**config.mk**
```make
export PLATFORM = sky130hd
export DESIGN_NAME = dbm_regs
export DESIGN_NICKNAME = d
export VERILOG_FILES = /design/src/logic/dbm_regs_pkg.sv /design/src/logic/dbm_chan_ctrl.sv /design/src/logic/dbm_regs.sv
export SDC_FILE = /design/constraint.sdc
export NUM_CORES = 1
export LEC_CHECK = 0
export ABC_AREA = 1
export BUFFER_PORTS_ARGS = -buffer_cell sky130_fd_sc_hd__buf_2
export CAP_MARGIN = 15
export CORE_ASPECT_RATIO = 0.7
export CORE_MARGIN = 3
export CORE_UTILIZATION = 50
export CTS_BUF_LIST = sky130_fd_sc_hd__clkbuf_2 sky130_fd_sc_hd__clkbuf_4 sky130_fd_sc_hd__clkbuf_8
export CTS_CLUSTER_DIAMETER = 40
export DETAILED_ROUTE_END_ITERATION = 16
export GPL_ROUTABILITY_DRIVEN = 0
export PLACE_DENSITY = 0.81
export SETUP_SLACK_MARGIN = 0.02
export SYNTH_ARGS = -nofsm -noshare
export SYNTH_HDL_FRONTEND = slang
export SYNTH_SLANG_ARGS = --single-unit
```
**constraint.sdc**
```tcl
create_clock -name i_clk -period 3.12 [get_ports i_clk]
set_clock_uncertainty 0.2 [all_clocks]
set_input_delay 0.156 -clock i_clk [delete_from_list [all_inputs] [get_ports i_clk]]
set_output_delay 0.156 -clock i_clk [all_outputs]
set_load 0.01 [all_outputs]
```
**src/logic/dbm_regs_pkg.sv**
```systemverilog
// shared offsets, field positions and reset values of the bus-master bank
`default_nettype none
package dbm_regs_pkg;
   localparam int ADDR_W = 8;
   localparam logic [ADDR_W-1:0] OFS_CHAN1_BASE = 8'h0c;
   localparam logic [ADDR_W-1:0] OFS_CHAN0_ALT  = 8'h10;
   localparam logic [ADDR_W-1:0] OFS_CHAN1_ALT  = 8'h18;

   localparam int BIT_RUN      = 0;
   localparam int BIT_DIR      = 3;
   localparam int BIT_ACTIVE   = 16;
   localparam int BIT_FAULT    = 17;
   localparam int BIT_DONE     = 18;
   localparam int BIT_EMPTY    = 19;
   localparam int BIT_TIMER    = 20;
   localparam int BIT_CAP_LO   = 21;
   localparam int BIT_CAP_HI   = 22;
   localparam int BIT_SINGLE   = 23;
   localparam int BIT_ANY_TMR  = 15;
   localparam int BIT_C1_IRQ   = 14;
   localparam int SCR_KEEP_HI  = 13;
   localparam int SCR_KEEP_LO  = 12;
   localparam int SCR_PCI_HI   = 11;
   localparam int SCR_PCI_LO   = 10;
   localparam int SCR_PWR_HI   = 9;
   localparam int SCR_PWR_LO   = 8;
   localparam int C1_VIEW_LO   = 24;
   localparam int BASE_LO      = 2;
   localparam int BYTE_LANE0   = 0;
   localparam int BYTE_LANE1   = 1;
   localparam int BYTE_LANE2   = 2;

   localparam logic        SINGLE_CHANNEL_ONLY = 1'b0;
   localparam logic [1:0]  BASE_LOW_BITS       = 2'h0;
   localparam logic [31:0] BASE_RESET          = 32'h0000_0000;
   localparam logic [1:0]  SCR_CLEAR           = 2'h0;
   localparam logic [31:0] WORD_ZERO           = 32'h0000_0000;
endpackage
`default_nettype wire

```
**src/logic/dbm_chan_ctrl.sv**
```systemverilog
// control and status flags of one bus-master channel
`default_nettype none
module dbm_chan_ctrl (
   input  wire logic        i_clk,
   input  wire logic        i_reset_n,
   input  wire logic        i_wr,
   input  wire logic [3:0]  i_be,
   input  wire logic [31:0] i_wdata,
   input  wire logic        i_chan_irq,
   input  wire logic        i_mem_flushed,
   input  wire logic        i_bus_error,
   input  wire logic        i_xfer_start,
   input  wire logic        i_xfer_complete,
   output logic             o_run,
   output logic             o_dir,
   output logic [1:0]       o_cap,
   output logic             o_done,
   output logic             o_fault,
   output logic             o_active,
   output logic             o_abort
);
   logic       run_r, dir_r, done_r, fault_r, active_r, abort_r;
   logic [1:0] cap_r;
   logic       run_nxt, dir_nxt, done_nxt, fault_nxt, active_nxt;
   logic [1:0] cap_nxt;
   wire  logic wr_lo   = i_wr & i_be[dbm_regs_pkg::BYTE_LANE0];
   wire  logic wr_hi   = i_wr & i_be[dbm_regs_pkg::BYTE_LANE2];
   wire  logic clr_done  = wr_hi & i_wdata[dbm_regs_pkg::BIT_DONE];
   wire  logic clr_fault = wr_hi & i_wdata[dbm_regs_pkg::BIT_FAULT];
   // memory-bound transfers also wait for the last data to land
   wire  logic set_done  = i_chan_irq & (~dir_r | i_mem_flushed);

   assign run_nxt = wr_lo ? i_wdata[dbm_regs_pkg::BIT_RUN] : run_r;
   assign dir_nxt = wr_lo ? i_wdata[dbm_regs_pkg::BIT_DIR] : dir_r;
   // capability bits are storage only; only the register read-back views read them
   assign cap_nxt = wr_hi ? i_wdata[dbm_regs_pkg::BIT_CAP_HI:
                                    dbm_regs_pkg::BIT_CAP_LO] : cap_r;
   // set wins over a clear arriving in the same cycle
   assign done_nxt = run_r ? (set_done | (done_r & ~clr_done))
                           : i_chan_irq;
   assign fault_nxt = (i_bus_error & active_r)
                    | (fault_r & ~clr_fault);
   assign active_nxt = run_r & (i_xfer_start | active_r)
                     & ~i_xfer_complete;

   always_ff @(posedge i_clk) begin
      if (!i_reset_n) begin
         run_r    <= 1'b0;
         dir_r    <= 1'b0;
         cap_r    <= 2'h0;
         done_r   <= 1'b0;
         fault_r  <= 1'b0;
         active_r <= 1'b0;
         abort_r  <= 1'b0;
      end else begin
         run_r    <= run_nxt;
         dir_r    <= dir_nxt;
         cap_r    <= cap_nxt;
         done_r   <= done_nxt;
         fault_r  <= fault_nxt;
         active_r <= active_nxt;
         abort_r  <= run_r & ~run_nxt & active_r;
      end
   end

   assign o_run    = run_r;
   assign o_dir    = dir_r;
   assign o_cap    = cap_r;
   assign o_done   = done_r;
   assign o_fault  = fault_r;
   assign o_active = active_r;
   assign o_abort  = abort_r;
endmodule // dbm_chan_ctrl
`default_nettype wire

```
**src/logic/dbm_regs.sv**
```systemverilog
// register bank: channel 1 descriptor base and second bus-master registers
`default_nettype none
module dbm_regs (
   input  wire logic        i_clk,
   input  wire logic        i_reset_n,
   input  wire logic        i_reg_wr,
   input  wire logic        i_reg_rd,
   input  wire logic [7:0]  i_reg_addr,
   input  wire logic [3:0]  i_reg_be,
   input  wire logic [31:0] i_reg_wdata,
   output logic [31:0]      o_reg_rdata,
   output logic             o_reg_rvalid,
   input  wire logic        i_first_set_access0,
   input  wire logic        i_first_set_access1,
   input  wire logic        i_d3_entry,
   input  wire logic        i_chan0_irq,
   input  wire logic        i_chan1_irq,
   input  wire logic        i_chan0_mem_flushed,
   input  wire logic        i_chan1_mem_flushed,
   input  wire logic        i_chan0_bus_error,
   input  wire logic        i_chan1_bus_error,
   input  wire logic        i_chan0_xfer_start,
   input  wire logic        i_chan1_xfer_start,
   input  wire logic        i_chan0_xfer_complete,
   input  wire logic        i_chan1_xfer_complete,
   input  wire logic        i_chan0_timer_expired,
   input  wire logic        i_chan1_timer_expired,
   input  wire logic        i_chan0_fifo_empty,
   input  wire logic        i_chan1_fifo_empty,
   output logic [31:0]      o_descriptor_list_base1,
   output logic             o_chan0_master_run,
   output logic             o_chan1_master_run,
   output logic             o_chan0_transfer_direction,
   output logic             o_chan1_transfer_direction,
   output logic             o_chan0_abort,
   output logic             o_chan1_abort,
   output logic             o_chan0_taskfile_abort,
   output logic             o_chan1_taskfile_abort,
   output logic             o_chan0_large_block,
   output logic             o_chan1_large_block
);
   logic [31:0] base_r;
   logic [1:0]  scr_keep_r, scr_pci_r, scr_pwr_r;
   logic [31:0] rdata_r;
   logic        rvalid_r, large0_r, large1_r;
   logic [31:0] rdata_nxt;
   logic [1:0]  cap0, cap1;
   logic        done0, done1, fault0, fault1, active0, active1;
   logic        abort0, abort1;

   wire logic sel_base = i_reg_addr == dbm_regs_pkg::OFS_CHAN1_BASE;
   wire logic sel_alt0 = i_reg_addr == dbm_regs_pkg::OFS_CHAN0_ALT;
   wire logic sel_alt1 = i_reg_addr == dbm_regs_pkg::OFS_CHAN1_ALT;
   wire logic wr_base  = i_reg_wr & sel_base;
   wire logic wr_alt0  = i_reg_wr & sel_alt0;
   wire logic wr_alt1  = i_reg_wr & sel_alt1;
   wire logic wr_scr   = wr_alt0 & i_reg_be[dbm_regs_pkg::BYTE_LANE1];
   wire logic any_timer = i_chan0_timer_expired
                        | i_chan1_timer_expired;

   // common 24-bit view of one channel: bits 23..16 status, 3 dir, 0 run
   function automatic logic [23:0] chan_view(
      input logic [1:0] cap, input logic tmr, input logic empty,
      input logic done, input logic fault, input logic act,
      input logic dir, input logic run);
      logic [23:0] v;
      v = 24'h00_0000;
      v[dbm_regs_pkg::BIT_SINGLE] = dbm_regs_pkg::SINGLE_CHANNEL_ONLY;
      v[dbm_regs_pkg::BIT_CAP_HI:dbm_regs_pkg::BIT_CAP_LO] = cap;
      v[dbm_regs_pkg::BIT_TIMER]  = tmr;
      v[dbm_regs_pkg::BIT_EMPTY]  = empty;
      v[dbm_regs_pkg::BIT_DONE]   = done;
      v[dbm_regs_pkg::BIT_FAULT]  = fault;
      v[dbm_regs_pkg::BIT_ACTIVE] = act;
      v[dbm_regs_pkg::BIT_DIR]    = dir;
      v[dbm_regs_pkg::BIT_RUN]    = run;
      return v; // reserved positions stay zero
   endfunction

   dbm_chan_ctrl u_chan0 (
      .i_clk           (i_clk),
      .i_reset_n       (i_reset_n),
      .i_wr            (wr_alt0),
      .i_be            (i_reg_be),
      .i_wdata         (i_reg_wdata),
      .i_chan_irq      (i_chan0_irq),
      .i_mem_flushed   (i_chan0_mem_flushed),
      .i_bus_error     (i_chan0_bus_error),
      .i_xfer_start    (i_chan0_xfer_start),
      .i_xfer_complete (i_chan0_xfer_complete),
      .o_run           (o_chan0_master_run),
      .o_dir           (o_chan0_transfer_direction),
      .o_cap           (cap0),
      .o_done          (done0),
      .o_fault         (fault0),
      .o_active        (active0),
      .o_abort         (abort0)
   );

   // channel 1 control is writable only at its own second address
   dbm_chan_ctrl u_chan1 (
      .i_clk           (i_clk),
      .i_reset_n       (i_reset_n),
      .i_wr            (wr_alt1),
      .i_be            (i_reg_be),
      .i_wdata         (i_reg_wdata),
      .i_chan_irq      (i_chan1_irq),
      .i_mem_flushed   (i_chan1_mem_flushed),
      .i_bus_error     (i_chan1_bus_error),
      .i_xfer_start    (i_chan1_xfer_start),
      .i_xfer_complete (i_chan1_xfer_complete),
      .o_run           (o_chan1_master_run),
      .o_dir           (o_chan1_transfer_direction),
      .o_cap           (cap1),
      .o_done          (done1),
      .o_fault         (fault1),
      .o_active        (active1),
      .o_abort         (abort1)
   );

   wire logic [23:0] view0 = chan_view(cap0, i_chan0_timer_expired,
      i_chan0_fifo_empty, done0, fault0, active0,
      o_chan0_transfer_direction, o_chan0_master_run);
   wire logic [23:0] view1 = chan_view(cap1, i_chan1_timer_expired,
      i_chan1_fifo_empty, done1, fault1, active1,
      o_chan1_transfer_direction, o_chan1_master_run);

   // upper byte of channel 0 view is channel 1 bits 23..16
   wire logic [31:0] word_alt0 = {view1[23:16], view0[23:16],
      any_timer, done1, scr_keep_r, scr_pci_r, scr_pwr_r,
      view0[7:0]};
   wire logic [31:0] word_alt1 = {8'h00, view1};
   wire logic [31:0] word_base = {base_r[31:dbm_regs_pkg::BASE_LO],
      dbm_regs_pkg::BASE_LOW_BITS};

   // unmapped offsets read as zero
   assign rdata_nxt = sel_base ? word_base
                    : sel_alt0 ? word_alt0
                    : sel_alt1 ? word_alt1
                    : dbm_regs_pkg::WORD_ZERO;

   genvar g;
   generate
      for (g = 0; g < 4; g++) begin : g_base_lane
         always_ff @(posedge i_clk) begin
            if (!i_reset_n) begin
               base_r[8*g +: 8] <= dbm_regs_pkg::BASE_RESET[8*g +: 8];
            end else if (wr_base && i_reg_be[g]) begin
               base_r[8*g +: 8] <= i_reg_wdata[8*g +: 8];
            end
         end
      end
   endgenerate

   // no reset reaches these: contents are whatever software left
   always_ff @(posedge i_clk) begin
      if (wr_scr) begin
         scr_keep_r <= i_reg_wdata[dbm_regs_pkg::SCR_KEEP_HI:
                                   dbm_regs_pkg::SCR_KEEP_LO];
      end
   end

   always_ff @(posedge i_clk) begin
      if (!i_reset_n) begin
         scr_pci_r <= dbm_regs_pkg::SCR_CLEAR;
      end else if (wr_scr) begin
         scr_pci_r <= i_reg_wdata[dbm_regs_pkg::SCR_PCI_HI:
                                  dbm_regs_pkg::SCR_PCI_LO];
      end
   end

   // bus reset deliberately does not touch this pair
   always_ff @(posedge i_clk) begin
      if (i_d3_entry) begin
         scr_pwr_r <= dbm_regs_pkg::SCR_CLEAR;
      end else if (wr_scr) begin
         scr_pwr_r <= i_reg_wdata[dbm_regs_pkg::SCR_PWR_HI:
                                  dbm_regs_pkg::SCR_PWR_LO];
      end
   end

   // a first-set access drops back to generic mode
   always_ff @(posedge i_clk) begin
      if (!i_reset_n) begin
         large0_r <= 1'b0;
         large1_r <= 1'b0;
      end else begin
         large0_r <= (i_reg_wr | i_reg_rd) & sel_alt0 ? 1'b1
                   : i_first_set_access0 ? 1'b0 : large0_r;
         large1_r <= (i_reg_wr | i_reg_rd) & sel_alt1 ? 1'b1
                   : i_first_set_access1 ? 1'b0 : large1_r;
      end
   end

   always_ff @(posedge i_clk) begin
      if (!i_reset_n) begin
         rdata_r  <= dbm_regs_pkg::WORD_ZERO;
         rvalid_r <= 1'b0;
      end else begin
         rdata_r  <= i_reg_rd ? rdata_nxt : rdata_r;
         rvalid_r <= i_reg_rd;
      end
   end

   assign o_reg_rdata             = rdata_r;
   assign o_reg_rvalid            = rvalid_r;
   assign o_descriptor_list_base1 = word_base;
   assign o_chan0_abort           = abort0;
   assign o_chan1_abort           = abort1;
   assign o_chan0_taskfile_abort  = o_chan0_master_run;
   assign o_chan1_taskfile_abort  = o_chan1_master_run;
   assign o_chan0_large_block     = large0_r;
   assign o_chan1_large_block     = large1_r;
endmodule // dbm_regs
`default_nettype wire

```
==> impl_metrics.json <==
{
  "status": "completed",
  "grt_max_degree": 51,
  "r2r-end": "u_chan0.o_done",
  "tightest_slew_ns": 1.09,
  "rsz0062_at_grt": "no",
  "period_share": 0.744,
  "drtPass1Iterations": 6,
  "path_max_fanout": 6,
  "die_w_um": 111,
  "power.internal_mw": 1.51,
  "hpwl_um": 7960,
  "clock-sinks": 86,
  "critPathLaunch": "u_chan0.o_run",
  "cts_buffers": 9,
  "grt_pass1_vias": 4036,
  "wl_per_cell_um": 14.5,
  "crit_path_max_incr_delay_ns": 0.60,
  "synth_top_area_cell": "dfxtp_1",
  "async_flop_share": 0,
  "setup_violations": 0,
  "synth_cells": 549,
  "ys_ff_latch": 86,
  "min_path_type": "in -> reg",
  "worst-r2r-cell-count": 5,
  "path_class": "reg -> reg",
  "clkTransAtPathRegs_ns": 0.10,
  "cp_cell_sequence": "inv_1 -> o31ai_1 -> dlygate4sd3_1 -> a21oi_1 -> dlygate4sd3_1",
  "p_sw_mw": 0.546,
  "cts_resized": 0,
  "diodes": 0,
  "fmax_ghz": 0.431,
  "drcViolationCount": 0,
  "path_depth": 5,
  "end_kind": "register",
  "grt_antenna_before_repair": 0,
  "die_h_um": 79.6,
  "wl_um": 12100,
  "cts_setup_buffers": 0,
  "grt_overflow_total": 0,
  "layout_min_cycle_time_ns": 2.32,
  "r2r_slack_ns": 0.80,
  "clockBufferDepth": 2,
  "grt_pass1_wl_um": 19800,
  "worstPathRequired_ns": 3.17,
  "cts_tree": "done",
  "cpMostUsedCell": "dlygate4sd3_1",
  "drive_gt1_frac": 0.234,
  "cp.arrival_ns": 2.37,
  "via_per_inst": 5.25,
  "dpl_cell_area_sq_mm": 0.00452,
  "min_to": "o_reg_rdata[27]",
  "synth_warnings": 0,
  "slowest_stage": "dlygate4sd3_1",
  "grt_use_total": 0.277,
  "syn_area_sq_mm": 0.00386,
  "dieArea_sq_mm": 0.00884,
  "worstReg2RegStart": "u_chan0.o_run",
  "worst_setup_path_start_kind": "register",
  "synthFlopType": "dfxtp_1",
  "nNetsFinal": 799,
  "num_vias": 4391,
  "drt_iter0_markers": 310,
  "syn_to_final_growth_pct": 38.4,
  "synth_top_cell_area_share": 0.435,
  "comb_power_share": 0.105,
  "drv_cap": 0,
  "yosysSeqAreaShare": 0.451,
  "seqPwrFrac": 0.544,
  "cts_max_level": 3,
  "worstHoldStart": "i_chan1_fifo_empty",
  "synthDistinctLibCells": 31,
  "synthTopCellsByArea": "dfxtp_1 (44%), nand2_1 (16%), nor2_1 (6.7%)",
  "power_switching_share": 0.265,
  "insertion_delay_ns": 0.36,
  "io_buffers": 135,
  "fin_setup_tns_ns": 0,
  "design_area_sq_mm": 0.00535,
  "ant_nets": 0,
  "slew_headroom": 0.272,
  "synth_area_per_cell_sq_um": 7.04,
  "cp_top_family": "buffers and inverters",
  "initial_utilization": 0.523,
  "vdd_drop_max_v": 0.000222,
  "pwr_density_cell_mw_per_mm2": 385,
  "p_clk_frac": 0.351,
  "maxSlewViolCount": 0,
  "rows": 26,
  "leakage_nw": 2.62,
  "ctsHoldBuffers": 65,
  "io_pins": 140,
  "crit_buf_inv": 3,
  "yosys.cell_count.top_type": "nand2_1",
  "hold_viol_final": 0,
  "synthTopCellsByCount": "nand2_1 (169), dfxtp_1 (84), nor2_1 (69)",
  "holdPathStages": 7,
  "synth_edf_count": 2,
  "core_area_sq_mm": 0.00738,
  "root_buffer": "clkbuf_8"
}
cell families (layout without fill, tap and decap cells):
| group | Yosys count | in the layout | synth area share |
|---|---|---|---|
| other | 1 | 3 | 0.000970 |
| DFF | 86 | 86 | 0.451 |
| AOI/OAI and AO/OA | 70 | 70 | 0.0961 |
| and+or+nand+nor | 307 | 307 | 0.353 |
| buffers and inverters | 85 | 273 | 0.0997 |
sequential cells by signal (all words and copies together) (netlist names):
register,count
scr_pwr_r,2
u_chan1.o_done,1
u_chan0.o_abort,1
o_reg_rdata,31
u_chan1.o_cap,2
u_chan0.o_fault,1
o_descriptor_list_base1,30
scr_keep_r,2
u_chan1.o_abort,1
u_chan1.o_dir,1
o_chan0_large_block,1
u_chan0.o_active,1
o_reg_rvalid,1
u_chan0.o_run,1
u_chan1.o_run,1
u_chan1.o_active,1
u_chan1.o_fault,1
u_chan0.o_dir,1
scr_pci_r,2
u_chan0.o_cap,2
u_chan0.o_done,1
o_chan1_large_block,1
worst max-delay path by stage:
stage / end / slack [ns]
after floorplan: scr_keep_r[0] / 1.78
after global placement: o_reg_rdata[3] / 1.02
after detailed placement: o_reg_rdata[3] / 0.96
after CTS: u_chan0.o_done / 0.88
after global routing: u_chan0.o_done / 0.67
final: u_chan0.o_done / 0.80
routing by layer:
metal | track usage | up-vias | part of all wire
met4 | 0.0778 | 0 | 0.017
met5 | 0 | - | 0
met3 | 0.0576 | 22 | 0.094
met2 | 0.455 | 229 | 0.46
met1 | 0.374 | 2020 | 0.43
li1 | - | 2120 | -
worst min-delay path: stages:
cell and delay [ns]:
buf_2 0.12, inv_1 0.05, nor2_1 0.04, nand2_1 0.05, nand2_1 0.04, nand2_1 0.05, nand2_1 0.04
layout by cell type (no fill, tap or decap), types with 3 or more instances in the layout:
cell / instances
buf_4: 6
dlygate4sd3_1: 65
a211oi_1: 3
clkbuf_8: 9
inv_1: 50
nand3_2: 4
nor2_4: 4
nand4_1: 25
nor3_1: 8
conb_1: 3
nand3_1: 19
a21oi_1: 31
buf_2: 135
a31oi_1: 6
o21ai_0: 27
dfxtp_1: 84
nand2_1: 169
nor2_1: 69
through the flow:
stage                     setup WS (ns)  std cells  utilization  hold slack (ns)  power, mW
after floorplan                    1.78        551            -           0.0323       1.23
after global placement             1.02        756        0.612            0.130       1.30
after detailed placement          0.963        756        0.612            0.134       1.31
after CTS                         0.876        837        0.725           0.0193       2.06
after global routing              0.671        837        0.725           0.0707       2.14
final                             0.798        837        0.725           0.0323       2.06
final cells by class:
| cell class | instances | area (sq um) |
|---|---|---|
| multi-input cells | 380 | 1750 |
| well taps | 98 | 123 |
| flip-flops and latches | 86 | 1740 |
| inverters | 51 | 191 |
| clock inverters | 6 | 46.3 |
| clock buffers | 10 | 131 |
| repair buffers | 206 | 1370 |
| fillers | 613 | 2030 |
power by group through the flow:
stage / clock network, mW / logic [mW] / registers (mW)
2_1_floorplan: 0 / 0.0786 / 1.15
3_3_place_gp: 0 / 0.159 / 1.15
3_5_place_dp: 0 / 0.162 / 1.15
4_1_cts: 0.728 / 0.211 / 1.12
5_1_grt: 0.779 / 0.235 / 1.12
6_report: 0.724 / 0.217 / 1.12
(Power assumes the default switching activity.)
